File: config.mk
export PLATFORM = sky130hd
export DESIGN_NAME = slip_top
export DESIGN_NICKNAME = d
export VERILOG_FILES = /design/src/hdl/slip_pkg.sv /design/src/hdl/slip_sync.sv /design/src/hdl/slip_top.sv
export SDC_FILE = /design/constraint.sdc
export NUM_CORES = 1
export LEC_CHECK = 0
export BUFFER_PORTS_ARGS = -buffer_cell sky130_fd_sc_hd__buf_4
export CAP_MARGIN = 10
export CORE_UTILIZATION = 50
export CTS_CLUSTER_DIAMETER = 150
export DETAILED_ROUTE_END_ITERATION = 7
export PLACE_DENSITY = 0.75
export SLEW_MARGIN = 20
export SYNTH_ARGS = -nofsm -noshare
export SYNTH_HDL_FRONTEND = slang
export SYNTH_SLANG_ARGS = --single-unit
export TNS_END_PERCENT = 50
File: constraint.sdc
create_clock -name aclk -period 5.86 [get_ports aclk]
set_input_delay 0.586 -clock aclk [delete_from_list [all_inputs] [get_ports aclk]]
set_output_delay 0.586 -clock aclk [all_outputs]
set_load 0.01 [all_outputs]
File: src/hdl/slip_pkg.sv
// Purpose: Shared constants for the strap latch and interrupt pin block.
// Assumes: 32-bit AXI4-Lite register words, one word per register index.
// Notes:   Byte address of a register is four times its index.
package slip_pkg;

	// ==========================================================
	// Register indices and byte addresses
	localparam logic [4:0] IDX_STRAP    = 5'h10;
	localparam logic [4:0] IDX_WAKE_CFG = 5'h11;
	localparam logic [4:0] IDX_INT_CTRL = 5'h1B;
	localparam logic [4:0] IDX_PHY_CTRL = 5'h1F;
	localparam int         ADDR_W       = 8;
	localparam int         IDX_LSB      = 2;
	localparam int         IDX_MSB      = 6;

	// ==========================================================
	// Field positions
	localparam int EVT_LINK    = 0;
	localparam int EVT_WAKE    = 1;
	localparam int EVT_MGMT    = 2;
	localparam int EVT_W       = 3;
	localparam int INT_EN_LSB  = 8;
	localparam int POL_BIT     = 14;
	localparam int WAKE_SEL_BIT = 0;
	localparam int STRAP_CLKEN = 4;
	localparam int STRAP_LED   = 5;
	localparam int STRAP_ADDR  = 6;

	// ==========================================================
	// Strap decode values
	localparam logic [3:0] MODE_NAND_TREE  = 4'h4;
	localparam logic [3:0] MODE_POWER_DOWN = 4'h7;
	localparam logic [1:0] MGMT_ADDR_HIGH  = 2'h0;

	// ==========================================================
	// Management frame layout
	localparam logic [5:0] PREAMBLE_LEN = 6'h20;
	localparam logic [4:0] HDR_BITS     = 5'h0D;
	localparam logic [4:0] DATA_BITS    = 5'h10;
	localparam logic [4:0] SKIP_BITS    = 5'h12;
	localparam logic [1:0] OP_READ      = 2'h2;
	localparam logic [1:0] OP_WRITE     = 2'h1;

	// ==========================================================
	// Bus answers
	localparam logic [1:0] RESP_OKAY   = 2'h0;
	localparam logic [1:0] RESP_SLVERR = 2'h2;

	typedef enum logic [2:0] {
		MG_PREAMBLE,
		MG_HEADER,
		MG_TURN,
		MG_DATA,
		MG_SKIP
	} slip_mgmt_state_type;

endpackage

File: src/hdl/slip_sync.sv
// Purpose: Two-flop synchroniser for pins from outside the clock domain.
// Assumes: Inputs are levels that stay stable for several clock periods.
// Notes:   No reset, so pin levels are tracked while the block is in reset.
`timescale 1ns/10ps
`default_nettype none
module slip_sync #(
	parameter int WIDTH = 1
) (
	// Clock
	input  wire logic             clk,
	// Levels
	input  wire logic [WIDTH-1:0] async_in,
	output logic      [WIDTH-1:0] sync_out
);

	logic [WIDTH-1:0] meta_reg;
	logic [WIDTH-1:0] sync_reg;

	// The strap capture needs the pin level present during reset, so the
	// chain is deliberately left unreset.
	always_ff @(posedge clk) begin
		meta_reg <= async_in;
		sync_reg <= meta_reg;
	end

	assign sync_out = sync_reg;

endmodule
`default_nettype wire

File: src/hdl/slip_top.sv
// Purpose: Strap capture on shared receive pins, interrupt/wake pin,
//          reference clock pin and management frame responder.
// Assumes: aresetn stands for the chip reset; straps are caught at its
//          release. Pin data sources are on aclk.
// Notes:   Registers are reached over AXI4-Lite and by management frames.
`timescale 1ns/10ps
`default_nettype none
module slip_top
	import slip_pkg::*;
(
	// Clock and reset
	input  wire logic              aclk,
	input  wire logic              aresetn,
	// AXI4-Lite slave
	input  wire logic [ADDR_W-1:0] s_axi_awaddr,
	input  wire logic              s_axi_awvalid,
	output logic                   s_axi_awready,
	input  wire logic [31:0]       s_axi_wdata,
	input  wire logic [3:0]        s_axi_wstrb,
	input  wire logic              s_axi_wvalid,
	output logic                   s_axi_wready,
	output logic [1:0]             s_axi_bresp,
	output logic                   s_axi_bvalid,
	input  wire logic              s_axi_bready,
	input  wire logic [ADDR_W-1:0] s_axi_araddr,
	input  wire logic              s_axi_arvalid,
	output logic                   s_axi_arready,
	output logic [31:0]            s_axi_rdata,
	output logic [1:0]             s_axi_rresp,
	output logic                   s_axi_rvalid,
	input  wire logic              s_axi_rready,
	// Receive-side data sources inside the device
	input  wire logic [3:0]        rx_data,
	input  wire logic              rx_ctl,
	input  wire logic              rx_clk_src,
	input  wire logic              ref_clk_src,
	input  wire logic [1:0]        mgmt_addr_low,
	// Event pulses
	input  wire logic              link_event,
	input  wire logic              wake_event,
	// Shared receive pins
	input  wire logic [3:0]        rxd_pin_in,
	output logic      [3:0]        rxd_pin_out,
	output logic      [3:0]        rxd_pin_oe,
	input  wire logic              rx_ctl_pin_in,
	output logic                   rx_ctl_pin_out,
	output logic                   rx_ctl_pin_oe,
	input  wire logic              rxc_pin_in,
	output logic                   rxc_pin_out,
	output logic                   rxc_pin_oe,
	input  wire logic              ref_clock_out_pin_in,
	output logic                   ref_clock_out,
	output logic                   ref_clock_out_oe,
	// Management pins
	input  wire logic              mdc,
	input  wire logic              mdio_in,
	output logic                   mdio_out,
	output logic                   mdio_oe,
	// Interrupt and status outputs
	output logic                   wake_event_out_n,
	output logic                   irq,
	output logic [4:0]             mgmt_address,
	output logic                   nand_tree_mode,
	output logic                   chip_power_down,
	output logic                   led_indication_select,
	output logic                   strap_done
);

	// ==========================================================
	// Pin synchronisers
	logic [6:0] strap_sync;
	logic [1:0] mgmt_sync;
	logic       mdc_d_reg;

	slip_sync #(.WIDTH(7)) u_strap_sync (
		.clk      (aclk),
		.async_in ({ref_clock_out_pin_in, rxc_pin_in, rx_ctl_pin_in,
		            rxd_pin_in}),
		.sync_out (strap_sync)
	);

	slip_sync #(.WIDTH(2)) u_mgmt_sync (
		.clk      (aclk),
		.async_in ({mdc, mdio_in}),
		.sync_out (mgmt_sync)
	);

	// ==========================================================
	// Strap capture
	logic       captured_reg;
	logic       op_mode_strap_bit0_reg;
	logic       op_mode_strap_bit1_reg;
	logic       op_mode_strap_bit2_reg;
	logic       op_mode_strap_bit3_reg;
	logic       ref_clock_out_enable_strap_reg;
	logic       mgmt_address_strap_bit2_reg;
	logic       led_indication_select_strap_reg;
	logic [3:0] mode_vec;

	assign mode_vec = {op_mode_strap_bit3_reg, op_mode_strap_bit2_reg,
	                   op_mode_strap_bit1_reg, op_mode_strap_bit0_reg};

	always_ff @(posedge aclk) begin
		captured_reg <= aresetn;
	end

	// The first edge with reset released is the capture edge; afterwards
	// the values are held until reset comes again.
	always_ff @(posedge aclk) begin
		if (!aresetn) begin
			op_mode_strap_bit0_reg          <= 1'h0;
			op_mode_strap_bit1_reg          <= 1'h0;
			op_mode_strap_bit2_reg          <= 1'h0;
			op_mode_strap_bit3_reg          <= 1'h0;
			ref_clock_out_enable_strap_reg  <= 1'h0;
			mgmt_address_strap_bit2_reg     <= 1'h0;
			led_indication_select_strap_reg <= 1'h0;
		end else if (!captured_reg) begin
			op_mode_strap_bit0_reg          <= strap_sync[0];
			op_mode_strap_bit1_reg          <= strap_sync[1];
			op_mode_strap_bit2_reg          <= strap_sync[2];
			op_mode_strap_bit3_reg          <= strap_sync[3];
			ref_clock_out_enable_strap_reg  <= strap_sync[4];
			mgmt_address_strap_bit2_reg     <= strap_sync[5];
			led_indication_select_strap_reg <= strap_sync[6];
		end
	end

	always_ff @(posedge aclk) begin
		if (!aresetn) begin
			nand_tree_mode        <= 1'h0;
			chip_power_down       <= 1'h0;
			mgmt_address          <= '0;
			led_indication_select <= 1'h0;
			strap_done            <= 1'h0;
		end else begin
			nand_tree_mode  <= captured_reg && (mode_vec == MODE_NAND_TREE);
			chip_power_down <= captured_reg && (mode_vec == MODE_POWER_DOWN);
			mgmt_address    <= {MGMT_ADDR_HIGH, mgmt_address_strap_bit2_reg,
			                    mgmt_addr_low};
			led_indication_select <= led_indication_select_strap_reg;
			strap_done            <= captured_reg;
		end
	end

	// ==========================================================
	// Shared pin drive
	// Pin levels only mirror the aclk-side sources; a true 125 MHz clock
	// must come through ref_clk_src from the device clock generator.
	always_ff @(posedge aclk) begin
		if (!aresetn) begin
			rxd_pin_oe       <= '0;
			rx_ctl_pin_oe    <= 1'h0;
			rxc_pin_oe       <= 1'h0;
			ref_clock_out_oe <= 1'h0;
			rxd_pin_out      <= '0;
			rx_ctl_pin_out   <= 1'h0;
			rxc_pin_out      <= 1'h0;
			ref_clock_out    <= 1'h0;
		end else begin
			rxd_pin_oe       <= '1;
			rx_ctl_pin_oe    <= 1'h1;
			rxc_pin_oe       <= 1'h1;
			ref_clock_out_oe <= captured_reg &&
			                    ref_clock_out_enable_strap_reg;
			rxd_pin_out      <= rx_data;
			rx_ctl_pin_out   <= rx_ctl;
			rxc_pin_out      <= rx_clk_src;
			ref_clock_out    <= ref_clk_src;
		end
	end

	// ==========================================================
	// Control and interrupt registers
	logic [EVT_W-1:0] int_status_reg;
	logic [EVT_W-1:0] int_en_reg;
	logic [EVT_W-1:0] evt_set;
	logic [EVT_W-1:0] evt_clr;
	logic             pol_reg;
	logic             wake_sel_reg;
	logic             mgmt_evt;
	logic             irq_active;

	function automatic logic is_mapped(input logic [4:0] idx);
		is_mapped = (idx == IDX_STRAP) || (idx == IDX_WAKE_CFG) ||
		            (idx == IDX_INT_CTRL) || (idx == IDX_PHY_CTRL);
	endfunction

	function automatic logic [31:0] reg_value(input logic [4:0] idx);
		reg_value = '0;
		unique case (idx)
			IDX_STRAP: begin
				reg_value[3:0]        = mode_vec;
				reg_value[STRAP_CLKEN] = ref_clock_out_enable_strap_reg;
				reg_value[STRAP_LED]   = led_indication_select_strap_reg;
				reg_value[STRAP_ADDR +: 5] = mgmt_address;
			end
			IDX_WAKE_CFG: reg_value[WAKE_SEL_BIT] = wake_sel_reg;
			IDX_INT_CTRL: begin
				reg_value[EVT_W-1:0] = int_status_reg;
				reg_value[INT_EN_LSB +: EVT_W] = int_en_reg;
			end
			IDX_PHY_CTRL: reg_value[POL_BIT] = pol_reg;
			default: reg_value = '0;
		endcase
	endfunction

	// AXI write channel state
	logic              aw_held_reg;
	logic              w_held_reg;
	logic [ADDR_W-1:0] awaddr_reg;
	logic [31:0]       wdata_reg;
	logic [3:0]        wstrb_reg;
	logic              wr_fire;
	logic [4:0]        wr_idx;
	logic              wr_ok;

	assign wr_fire = aw_held_reg && w_held_reg && !s_axi_bvalid;
	assign wr_idx  = awaddr_reg[IDX_MSB:IDX_LSB];
	assign wr_ok   = !awaddr_reg[ADDR_W-1] && is_mapped(wr_idx);

	always_comb begin
		evt_clr = '0;
		if (wr_fire && wr_ok && wr_idx == IDX_INT_CTRL && wstrb_reg[0]) begin
			evt_clr = wdata_reg[EVT_W-1:0];
		end
	end

	assign evt_set = {mgmt_evt, wake_event, link_event};
	assign irq_active = |(int_status_reg & int_en_reg);

	// A new event in the clearing cycle survives the clear.
	always_ff @(posedge aclk) begin
		if (!aresetn) begin
			int_status_reg <= '0;
		end else begin
			int_status_reg <= (int_status_reg & ~evt_clr) | evt_set;
		end
	end

	always_ff @(posedge aclk) begin
		if (!aresetn) begin
			int_en_reg   <= '0;
			pol_reg      <= 1'h0;
			wake_sel_reg <= 1'h0;
		end else if (wr_fire && wr_ok) begin
			if (wr_idx == IDX_INT_CTRL && wstrb_reg[1]) begin
				int_en_reg <= wdata_reg[INT_EN_LSB +: EVT_W];
			end
			if (wr_idx == IDX_PHY_CTRL && wstrb_reg[1]) begin
				pol_reg <= wdata_reg[POL_BIT];
			end
			if (wr_idx == IDX_WAKE_CFG && wstrb_reg[0]) begin
				wake_sel_reg <= wdata_reg[WAKE_SEL_BIT];
			end
		end
	end

	// The pin is a plain push-pull output in both functions.
	always_ff @(posedge aclk) begin
		if (!aresetn) begin
			irq              <= 1'h0;
			wake_event_out_n <= 1'h1;
		end else begin
			irq <= irq_active;
			if (wake_sel_reg) begin
				wake_event_out_n <= !int_status_reg[EVT_WAKE];
			end else begin
				wake_event_out_n <= pol_reg ~^ irq_active;
			end
		end
	end

	// ==========================================================
	// AXI4-Lite handshakes
	always_ff @(posedge aclk) begin
		if (!aresetn) begin
			aw_held_reg   <= 1'h0;
			s_axi_awready <= 1'h0;
			awaddr_reg    <= '0;
		end else if (s_axi_awvalid && s_axi_awready) begin
			aw_held_reg   <= 1'h1;
			s_axi_awready <= 1'h0;
			awaddr_reg    <= s_axi_awaddr;
		end else if (s_axi_bvalid && s_axi_bready) begin
			aw_held_reg   <= 1'h0;
			s_axi_awready <= 1'h1;
		end else if (!aw_held_reg) begin
			s_axi_awready <= 1'h1;
		end
	end

	always_ff @(posedge aclk) begin
		if (!aresetn) begin
			w_held_reg   <= 1'h0;
			s_axi_wready <= 1'h0;
			wdata_reg    <= '0;
			wstrb_reg    <= '0;
		end else if (s_axi_wvalid && s_axi_wready) begin
			w_held_reg   <= 1'h1;
			s_axi_wready <= 1'h0;
			wdata_reg    <= s_axi_wdata;
			wstrb_reg    <= s_axi_wstrb;
		end else if (s_axi_bvalid && s_axi_bready) begin
			w_held_reg   <= 1'h0;
			s_axi_wready <= 1'h1;
		end else if (!w_held_reg) begin
			s_axi_wready <= 1'h1;
		end
	end

	always_ff @(posedge aclk) begin
		if (!aresetn) begin
			s_axi_bvalid <= 1'h0;
			s_axi_bresp  <= RESP_OKAY;
		end else if (wr_fire) begin
			s_axi_bvalid <= 1'h1;
			s_axi_bresp  <= wr_ok ? RESP_OKAY : RESP_SLVERR;
		end else if (s_axi_bready) begin
			s_axi_bvalid <= 1'h0;
		end
	end

	logic [4:0] rd_idx;
	logic       rd_ok;

	assign rd_idx = s_axi_araddr[IDX_MSB:IDX_LSB];
	assign rd_ok  = !s_axi_araddr[ADDR_W-1] && is_mapped(rd_idx);

	always_ff @(posedge aclk) begin
		if (!aresetn) begin
			s_axi_arready <= 1'h0;
			s_axi_rvalid  <= 1'h0;
			s_axi_rdata   <= '0;
			s_axi_rresp   <= RESP_OKAY;
		end else if (s_axi_arvalid && s_axi_arready) begin
			s_axi_arready <= 1'h0;
			s_axi_rvalid  <= 1'h1;
			s_axi_rdata   <= rd_ok ? reg_value(rd_idx) : '0;
			s_axi_rresp   <= rd_ok ? RESP_OKAY : RESP_SLVERR;
		end else if (s_axi_rvalid && s_axi_rready) begin
			s_axi_rvalid  <= 1'h0;
			s_axi_arready <= 1'h1;
		end else if (!s_axi_rvalid) begin
			s_axi_arready <= 1'h1;
		end
	end

	// ==========================================================
	// Management frame responder
	// Frames are read-only here; a write addressed to this device only
	// raises the management event, which keeps one writer per register.
	slip_mgmt_state_type mg_state_reg;
	logic [5:0]          pre_cnt_reg;
	logic [4:0]          bit_cnt_reg;
	logic [12:0]         hdr_reg;
	logic [15:0]         tx_reg;
	logic                mdc_rise;
	logic                mdio_s;
	logic                hdr_match;
	logic [31:0]         mg_word;

	assign mdio_s    = mgmt_sync[0];
	assign mdc_rise  = mgmt_sync[1] && !mdc_d_reg;
	assign hdr_match = hdr_reg[11] && (hdr_reg[8:4] == mgmt_address);
	assign mgmt_evt  = mdc_rise && mg_state_reg == MG_HEADER &&
	                   bit_cnt_reg == HDR_BITS - 5'h01 &&
	                   hdr_match && hdr_reg[10:9] == OP_WRITE;

	// The reply word is looked up while the last address bit is still on
	// the shifter input, so the data is ready for the turnaround edge.
	always_comb begin
		mg_word = reg_value({hdr_reg[3:0], mdio_s});
	end

	always_ff @(posedge aclk) begin
		if (!aresetn) begin
			mdc_d_reg <= 1'h0;
		end else begin
			mdc_d_reg <= mgmt_sync[1];
		end
	end

	always_ff @(posedge aclk) begin
		if (!aresetn) begin
			mg_state_reg <= MG_PREAMBLE;
			pre_cnt_reg  <= '0;
			bit_cnt_reg  <= '0;
			hdr_reg      <= '0;
			tx_reg       <= '0;
			mdio_out     <= 1'h0;
			mdio_oe      <= 1'h0;
		end else if (mdc_rise) begin
			unique case (mg_state_reg)
				MG_PREAMBLE: begin
					if (mdio_s) begin
						if (pre_cnt_reg != PREAMBLE_LEN) begin
							pre_cnt_reg <= pre_cnt_reg + 6'h01;
						end
					end else begin
						if (pre_cnt_reg == PREAMBLE_LEN) begin
							mg_state_reg <= MG_HEADER;
						end
						pre_cnt_reg <= '0;
						bit_cnt_reg <= '0;
					end
				end
				MG_HEADER: begin
					hdr_reg     <= {hdr_reg[11:0], mdio_s};
					bit_cnt_reg <= bit_cnt_reg + 5'h01;
					if (bit_cnt_reg == HDR_BITS - 5'h01) begin
						bit_cnt_reg <= '0;
						if (hdr_match && hdr_reg[10:9] == OP_READ) begin
							mg_state_reg <= MG_TURN;
							tx_reg       <= mg_word[15:0];
						end else begin
							mg_state_reg <= MG_SKIP;
						end
					end
				end
				MG_TURN: begin
					mdio_oe      <= 1'h1;
					mdio_out     <= 1'h0;
					mg_state_reg <= MG_DATA;
				end
				MG_DATA: begin
					bit_cnt_reg <= bit_cnt_reg + 5'h01;
					if (bit_cnt_reg == DATA_BITS) begin
						mdio_oe      <= 1'h0;
						mg_state_reg <= MG_PREAMBLE;
					end else begin
						mdio_out <= tx_reg[15];
						tx_reg   <= {tx_reg[14:0], 1'h0};
					end
				end
				MG_SKIP: begin
					bit_cnt_reg <= bit_cnt_reg + 5'h01;
					if (bit_cnt_reg == SKIP_BITS - 5'h01) begin
						mg_state_reg <= MG_PREAMBLE;
					end
				end
			endcase
		end
	end
endmodule
`default_nettype wire

==> results of run 1 <==
-- cell usage after synthesis, types with 3 or more instances --
master and n:
buf_4 30, or3_1 3, clkbuf_1 21, o21ai_0 11
o21ai_1 4, a221o_1 3, ha_1 5, nand3b_1 3
xor2_1 7, nor2_1 34, nand2b_1 3, o22ai_1 4
and3b_1 4, a31oi_1 5, inv_1 10, and2_1 20
a21oi_1 55, nand2_1 82, a211oi_1 5, a22o_1 5
nor2b_1 4, o211ai_1 4, o21a_1 6, nor4_1 3
mux2i_1 19, nor3_1 8, xnor2_1 5, nand4_1 10
and3_1 9, dfxtp_1 132, nand3_1 17
-- where the power goes --
group	total [W]	internal, W	switching, W	leakage [nW]
Combinational	0.000113	0.0000531	0.0000598	1.26
Clock	0.000997	0.000575	0.000421	0.263
Sequential	0.000946	0.000924	0.0000220	1.08
-- cell usage in the layout (no fill, tap or decap), types with 3 or more instances in the layout --
cell,count
inv_1,9
a221o_1,3
and3_1,9
and2_1,20
mux2i_1,19
dfxtp_1,132
nor2_1,34
xor2_1,7
inv_6,5
ha_1,5
nor2b_1,4
xnor2_1,5
a22o_1,5
nand3b_1,3
o21ai_1,4
or3_1,3
a31oi_1,5
clkinvlp_4,4
nor4_1,3
conb_1,24
and3b_1,4
nand2_1,82
a211oi_1,5
nand4_1,10
a21oi_1,55
o211ai_1,4
o21ai_0,11
nand3_1,17
o22ai_1,4
buf_4,92
o21a_1,6
nand2b_1,3
nor3_1,7
clkbuf_16,16
-- final timing paths --
kind                                 start                       end
hold / removal                  rxc_pin_in  u_strap_sync.meta_reg[5]
setup / recovery                   aresetn            s_axi_rdata[5]
hold reg to reg   u_strap_sync.meta_reg[5]  u_strap_sync.sync_out[5]
setup reg to reg   u_mgmt_sync.sync_out[1]                 tx_reg[0]
-- metal layers --
layer	track usage [%]	share of wire, %	up-vias
li1	-	-	2102
met1	26.78	45	1994
met2	36.90	49	122
met3	6.266	4.2	18
met4	8.673	1.7	0
met5	0	0	-
-- cell type report --
| type | count | area share [%] |
|---|---|---|
| sequential | 132 | 40.99 |
| clock buffer | 18 | 6.482 |
| inverter | 10 | 0.5822 |
| clock inverter | 14 | 2.232 |
| tap | 136 | 2.639 |
| multi-input combinational | 398 | 36.37 |
| timing repair buffer | 92 | 10.71 |
-- cell families after synthesis --
kind of cell / count (synthesis) / share of synthesized area (%)
AOI/OAI and AO/OA: 120 / 14.89
xor gates and xnor gates: 12 / 2.001
adders and majority gates: 5 / 1.191
buffers and inverters: 64 / 6.767
DFF: 132 / 50.32
muxes: 19 / 3.622
other: 1 / 0.07141
and+or+nand+nor: 218 / 21.13
-- through the flow --
| step | total power [W] | util (%) |
|---|---|---|
| floorplan | 0.001035 | - |
| global placement | 0.001074 | 57.48 |
| detailed placement | 0.001078 | 57.48 |
| CTS | 0.002067 | 62.97 |
| global route | 0.002130 | 63.02 |
| finish | 0.002056 | 63.02 |
==> flow_summary.yaml, run 1 <==
timing:
  max_slew_margin_pct: 38.89
  period_share_pct: 41.93
  final_hold_viol_count: 0
  finClkSkew_ns: 0.008980
  min_period_ns: 2.457
  post-route-worst-setup-slack_ns: 3.403
  drv_slew: 0
  setup_viol_count_final: 0
  holdWs_ns: 0.1685
  worstMarginPinSlew_ns: 0.9167
  rsz0062_at_grt: "no"
  max_clock_freq_ghz: 0.4070
  finalSetupTns_ns: 0
global_route:
  grt_pass1_vias: 4192
  overflow: 0
  track_usage_pct: 22.10
  antenna_found_initial: 0
  grt_pass1_wl_um: 19380
  grt_max_degree: 51
finish:
  n_fill_cell: 862
  multi_input_area_mm2: 0.002345
  area_growth_pct: 22.78
  antenna_cells: 0
  regArea_mm2: 0.002643
  stdcell_count: 800
  post-route-cell-area_mm2: 0.006447
  largest_reg_flops: 16
  nNetsFinal: 735
  drive_above_1_share_pct: 20.63
setup_path:
  cp.arrival_ns: 2.92
  path_buf_inv: 3
  start_kind: "input port"
  reg2regPathDepth: 5
  path_cells: "buf_4 -> clkinv_1 -> buf_4 -> a21oi_1 -> a22o_1"
  worstPathRequired_ns: 6.32
  crit_family: "buffers and inverters"
  critPathMaxFanout: 50
  end_kind: "flip-flop"
  crit_path_top_delay_cell: "a21oi_1"
  slowest_delay_ns: 0.77
  cp_num_cells: 5
  cpMostUsedCell: "buf_4"
  critPathKind: "input port to flip-flop"
  reg2reg_setup_slack_ns: 3.50
placement:
  dpl-instance-area_mm2: 0.005881
  gp_congestion: 0.7899
  place_ws_ns: 2.868
  placed_cells: 768
  portBuffers: 91
  dp_hpwl_um: 7919
floorplan:
  rows: 37
  dieArea_mm2: 0.01092
  coreArea_mm2: 0.01023
  dieHeight_um: 104.5
  num_io_pins: 147
  start_util_pct: 51.33
  die_w_um: 104.5
clock_network:
  path_clk_slew_ns: 0.07
  ctsResizeCount: 0
  post-cts-setup-buffer-count: 0
  clock-sinks: 132
  root_buffer: "clkbuf_8"
  numCtsBuffers: 17
  cts_max_level: 4
  ctsHoldBuffers: 0
  tritoncts: "done"
  cts_buffer_depth: 2
  clk_latency_ns: 0.51
synthesis:
  ys_ff_latch: 132
  syn_avg_cell_area_um2: 9.197
  synth_edf_count: 0
  postSynth.asyncResetShare_pct: 0
  synth.distinct_cells: 64
  synth_top_cell_area_share_pct: 50.32
  synth_seq_area_share_pct: 50.32
  syn_area_mm2: 0.005251
  synth_top_cell_by_area: "dfxtp_1"
  postSynthCellCount: 571
  ys_warn_count: 0
  synth_area_leaders: "dfxtp_1 50%, nand2_1 5.9%, a21oi_1 5.2%"
  ys.flop_type: "dfxtp_1"
hold_path:
  min_path_type: "input port to flip-flop"
  whs_path_depth: 1
detailed_routing:
  drt-initial-drc-count: 163
  antenna_left: 0
  dr.pass1.iters: 4
  vias: 4236
  viasPerCell: 5.295
  wl_per_cell_um: 14.37
  wirelength_um: 11500
  drc: 0
flow_run:
  cap_violations: 0
status:
  status: "finished, final reports clean"
pwr:
  vdd_drop_max_mv: 0.1901
  power_density_mw_per_mm2: 318.8
  p_leak_nw: 2.603
(Power assumes the default switching activity.)
==> inputs of run 2 (changes only) <==
--- a/config.mk
+++ b/config.mk
@@ -7,10 +7,10 @@
 export LEC_CHECK = 0
 export BUFFER_PORTS_ARGS = -buffer_cell sky130_fd_sc_hd__buf_4
 export CAP_MARGIN = 10
-export CORE_UTILIZATION = 50
+export CORE_UTILIZATION = 47
 export CTS_CLUSTER_DIAMETER = 150
 export DETAILED_ROUTE_END_ITERATION = 7
-export PLACE_DENSITY = 0.75
+export PLACE_DENSITY = 0.74
 export SLEW_MARGIN = 20
 export SYNTH_ARGS = -nofsm -noshare
 export SYNTH_HDL_FRONTEND = slang
==> constraint.sdc (replaced) <==
create_clock -name aclk -period 2.1 [get_ports aclk]
set_input_delay 0.21 -clock aclk [delete_from_list [all_inputs] [get_ports aclk]]
set_output_delay 0.21 -clock aclk [all_outputs]
set_load 0.01 [all_outputs]
==> run 2 against run 1 <==
Effect of this change:
- setup slack got worse by 3.3 ns
- total power rose to 3.0 times the previous value
- die area is 6.3% higher
- routed wire length increased by 10%
- final cell count increased by 8.1%
- highest routed layer unchanged
- global-route usage increased by 1.1 points
- largest power group unchanged
- clock power rose to 3.2 times the previous value
==> flow_summary.yaml, run 2 (synthesized netlist as in run 1, its figures left out) <==
setup_path:
  cp.arrival_ns: 2.46
  reg2regPathDepth: 7
  reg2reg_setup_slack_ns: 0.11
  path_buf_inv: 1
  slowest_delay_ns: 0.50
  path_cells: "inv_1 -> ha_2 -> nand3b_1 -> a21oi_1 -> or4_4 -> or4_1 -> o21ai_1"
  crit_family: "simple AND/OR/NAND/NOR gates"
  r2r-end: "tx_reg[10]"
  worstPathRequired_ns: 2.57
  r2r-start: "bit_cnt_reg[1]"
  critPathMaxFanout: 5
  crit_path_top_delay_cell: "or4_4"
  end_kind: "flip-flop"
  start_kind: "flip-flop"
  critPathKind: "flip-flop to flip-flop"
finish:
  post-route-cell-area_mm2: 0.007111
  layout_commonest_cell: "dfxtp_1"
  final_core_util_pct: 65.59
  layout_common_cells: "132 x dfxtp_1, 106 x buf_4, 82 x nand2_1"
  area_growth_pct: 35.41
  largest_reg_flops: 16
  antenna_cells: 0
  nNetsFinal: 796
  drive_above_1_share_pct: 20.83
detailed_routing:
  drt-initial-drc-count: 307
  dr.pass1.iters: 5
  wirelength_um: 12710
  wl_per_cell_um: 14.69
  drc: 0
  viasPerCell: 5.225
  vias: 4520
  antenna_left: 0
floorplan:
  die_w_um: 107.7
  coreArea_mm2: 0.01084
  num_io_pins: 147
  dieArea_mm2: 0.01160
  rows: 38
  start_util_pct: 48.44
  dieHeight_um: 107.7
timing:
  period_share_pct: 94.57
  min_period_ns: 1.986
  post-route-worst-setup-slack_ns: 0.1141
  max_clock_freq_ghz: 0.5035
  final_hold_viol_count: 0
  setup_viol_count_final: 0
  finClkSkew_ns: 0.008882
  worstMarginPinSlew_ns: 0.5053
  max_slew_margin_pct: 66.31
  drv_slew: 0
global_route:
  grt_pass1_vias: 4323
  antenna_found_initial: 0
  grt_pass1_wl_um: 20550
  track_usage_pct: 23.20
  overflow: 0
  grt_max_degree: 40
clock_network:
  numCtsBuffers: 17
  clock-sinks: 132
  cts_max_level: 4
  clk_latency_ns: 0.53
  tritoncts: "done"
  path_clk_slew_ns: 0.06
  root_buffer: "clkbuf_8"
  post-cts-setup-buffer-count: 0
  cts_buffer_depth: 2
status:
  status: "finished, final reports clean"
placement:
  gp_congestion: 0.7770
  dpl-instance-area_mm2: 0.005991
  place_ws_ns: 0.06617
  dp_hpwl_um: 8053
  portBuffers: 91
pwr:
  power_density_mw_per_mm2: 877.8
  vdd_drop_max_mv: 1.100
  p_leak_nw: 2.898
hold_path:
  hp-start: "aresetn"
  whs_path_depth: 3
  holdPathEnd: "ref_clock_out_enable_strap_reg"
  min_path_type: "input port to flip-flop"
flow_run:
  cap_violations: 0
-- run 2: how the worst max path moves through the flow --
stage          cells past startpoint      startpoint         end  slack, ns
5_1_grt                            7  bit_cnt_reg[1]  tx_reg[10]     -0.003
4_1_cts                            7  bit_cnt_reg[1]  tx_reg[11]       0.04
2_1_floorplan                      7  bit_cnt_reg[0]  tx_reg[10]       0.23
3_3_place_gp                       7  bit_cnt_reg[1]  tx_reg[10]       0.17
3_5_place_dp                       7  bit_cnt_reg[1]  tx_reg[11]       0.07
6_report                           7  bit_cnt_reg[1]  tx_reg[10]       0.11
-- run 2: cell type report --
| cell class | count | area (µm²) |
|---|---|---|
| sequential | 132 | 2643 |
| fill | 837 | 3730 |
| timing repair buffer | 153 | 1266 |
| tap | 140 | 175.2 |
| inverter | 10 | 37.54 |
| multi-input combinational | 398 | 2347 |
| clock inverter | 14 | 224.0 |
| clock buffer | 18 | 417.9 |
-- run 2: worst min-delay path: stages --
cell	delay, ns
buf_4	0.11
clkinv_1	0.12
nor2_1	0.06
-- run 2: layer usage --
metal	global-route usage (%)	share of wire [%]	up-vias
li1	-	-	2220
met1	27.58	42	2121
met2	38.19	50	157
met3	7.385	5.6	22
met4	10.18	2.0	0
met5	0	0	-
-- run 2: what timing repair did --
action | 4_1_cts | 5_1_grt
resized for setup | 0 | 2
endpoints found under the hold margin | 43 | 0
endpoints found under the setup margin | 0 | 14
hold buffers | 47 | 0
-- run 2: per-stage QoR --
step	instances	total power [W]	hold slack [ns]	TNS [ns]
4_1_cts	865	0.006285	0.008638	0
3_3_place_gp	786	0.003011	0.3124	0
6_report	865	0.006242	0.02423	0
5_1_grt	865	0.006453	0.003880	-0.003176
2_1_floorplan	594	0.002889	0.2377	0
3_5_place_dp	786	0.003023	0.3121	0
-- run 2: where the power goes --
part	leakage (nW)	switching [W]	total, W	internal (W)
sequential	1.08	0.0000577	0.00264	0.00258
combinational	1.51	0.000193	0.000407	0.000213
clock	0.311	0.00113	0.00320	0.00207
==> inputs of run 3 (changes only) <==
--- a/config.mk
+++ b/config.mk
@@ -10,6 +10,7 @@
 export CORE_UTILIZATION = 47
 export CTS_CLUSTER_DIAMETER = 150
 export DETAILED_ROUTE_END_ITERATION = 7
+export MAX_ROUTING_LAYER = met4
 export PLACE_DENSITY = 0.74
 export SLEW_MARGIN = 20
 export SYNTH_ARGS = -nofsm -noshare
==> constraint.sdc (replaced) <==
create_clock -name aclk -period 2.1 [get_ports aclk]
set_input_delay 0.42 -clock aclk [delete_from_list [all_inputs] [get_ports aclk]]
set_output_delay 0.42 -clock aclk [all_outputs]
set_load 0.01 [all_outputs]
==> run 3 against run 2 <==
Effect of this change:
- clock power decreased by 9.1%
- utilization decreased by 3.8 points
- cell area decreased by 5.8%
- combinational power decreased by 14%
- final cell count decreased by 4.3%
==> flow_summary.yaml, run 3 (synthesized netlist as in run 1, its figures left out) <==
status:
  status: "finished, final reports clean"
detailed_routing:
  drt-initial-drc-count: 253
  wirelength_um: 12140
  dr.pass1.iters: 5
  drc: 0
  wl_per_cell_um: 14.66
  antenna_left: 0
  viasPerCell: 5.271
  vias: 4364
timing:
  period_share_pct: 95.39
  setup_viol_count_final: 0
  drv_slew: 0
  min_period_ns: 2.003
  max_slew_margin_pct: 62.52
  rsz0062_at_grt: "no"
  finClkSkew_ns: 0.01393
  holdWs_ns: 0.09159
  final_hold_viol_count: 0
  max_clock_freq_ghz: 0.4992
  finalSetupTns_ns: 0
  worstMarginPinSlew_ns: 0.5623
clock_network:
  root_buffer: "clkbuf_8"
  cts_buffer_depth: 2
  clock-sinks: 132
  numCtsBuffers: 17
  post-cts-setup-buffer-count: 0
  clk_latency_ns: 0.54
  cts_max_level: 4
  path_clk_slew_ns: 0.06
  tritoncts: "done"
global_route:
  grt_pass1_vias: 4138
  grt_pass1_wl_um: 19590
  track_usage_pct: 22.75
  grt_max_degree: 36
  antenna_found_initial: 0
  overflow: 0
setup_path:
  cp.arrival_ns: 2.47
  start_kind: "flip-flop"
  reg2regPathDepth: 6
  end_kind: "flip-flop"
  worstPathRequired_ns: 2.56
  critPathMaxFanout: 5
  critPathKind: "flip-flop to flip-flop"
hold_path:
  min_path_type: "input port to flip-flop"
  whs_path_depth: 2
pwr:
  p_leak_nw: 2.727
  clkPwrFrac_pct: 49.4
  power_density_mw_per_mm2: 881.7
  power.switching_w: 0.001434
  vdd_drop_max_mv: 0.7305
  finalPower_w: 0.005903
  p_comb_share_pct: 6.0
  power_frac_seq_pct: 44.7
  switching_share_pct: 24.28
  intPower_w: 0.004469
finish:
  largest_reg_flops: 16
  antenna_cells: 0
  post-route-cell-area_mm2: 0.006695
  layout_commonest_cell: "dfxtp_1"
  layout_common_cells: "132 x dfxtp_1, 107 x buf_4, 82 x nand2_1"
  drive_above_1_share_pct: 22.24
  area_growth_pct: 27.50
  n_fill_cell: 908
  nNetsFinal: 759
floorplan:
  num_io_pins: 147
  dieArea_mm2: 0.01160
  start_util_pct: 48.44
  rows: 38
  coreArea_mm2: 0.01084
  dieHeight_um: 107.7
  die_w_um: 107.7
placement:
  portBuffers: 91
  dpl-instance-area_mm2: 0.005998
  dp_hpwl_um: 8339
  gp_congestion: 0.8208
flow_run:
  cap_violations: 0
==> run 3: per-stage QoR <==
step / util, % / setup WS, ns / instances
floorplan: - / 0.2340 / 594
global placement: 55.33 / 0.1433 / 787
detailed placement: 55.33 / 0.09556 / 787
CTS: 61.59 / 0.06638 / 828
global route: 61.76 / 0.01520 / 828
finish: 61.76 / 0.09685 / 828
==> run 3: area by class of cell <==
cell class | instances | area [µm²] | area share [%]
sequential | 132 | 2643 | 39.47
multi-input combinational | 398 | 2359 | 35.23
timing repair buffer | 116 | 893.4 | 13.34
clock buffer | 17 | 414.1 | 6.186
tap | 140 | 175.2 | 2.616
clock inverter | 15 | 173.9 | 2.598
inverter | 10 | 37.54 | 0.5606
==> run 3: final timing paths <==
check / from / end / slack, ns
hold / removal: rx_data[3] / rxd_pin_out[3] / 0.09
setup reg to reg: bit_cnt_reg[1] / tx_reg[10] / 0.1
hold reg to reg: u_strap_sync.meta_reg[6] / u_strap_sync.sync_out[6] / 0.33
setup / recovery: bit_cnt_reg[1] / tx_reg[10] / 0.1
==> run 3: worst max-delay path, stage by stage, from the launching register on <==
cell and delay (ns):
dfxtp_1 0.34, inv_1 0.09, ha_2 0.23, a31oi_1 0.14, or4_4 0.55, or4_1 0.50
o21ai_1 0.09
==> run 3: power by group through the flow <==
stage	Combinational (W)	Sequential, W	Clock, W
6_report	0.000352	0.00264	0.00291
3_5_place_dp	0.000334	0.00269	0
5_1_grt	0.000385	0.00264	0.00307
4_1_cts	0.000349	0.00264	0.00296
2_1_floorplan	0.000209	0.00268	0
3_3_place_gp	0.000324	0.00269	0
==> run 3: what timing repair did <==
| item | in CTS | in global routing |
|---|---|---|
| endpoints found under the hold margin | 9 | 0 |
| endpoints found under the setup margin | 0 | 14 |
| gates resized for setup | 0 | 3 |
| hold buffers | 9 | 0 |
==> run 3: metal layers <==
layer  GRT usage [%]  routed length, µm  vias up
met4           10.47                234        0
li1                -                  -     2151
met2           36.77               5929      178
met5               -                  0        -
met1           26.56               5207     2011
met3           5.690                765       24
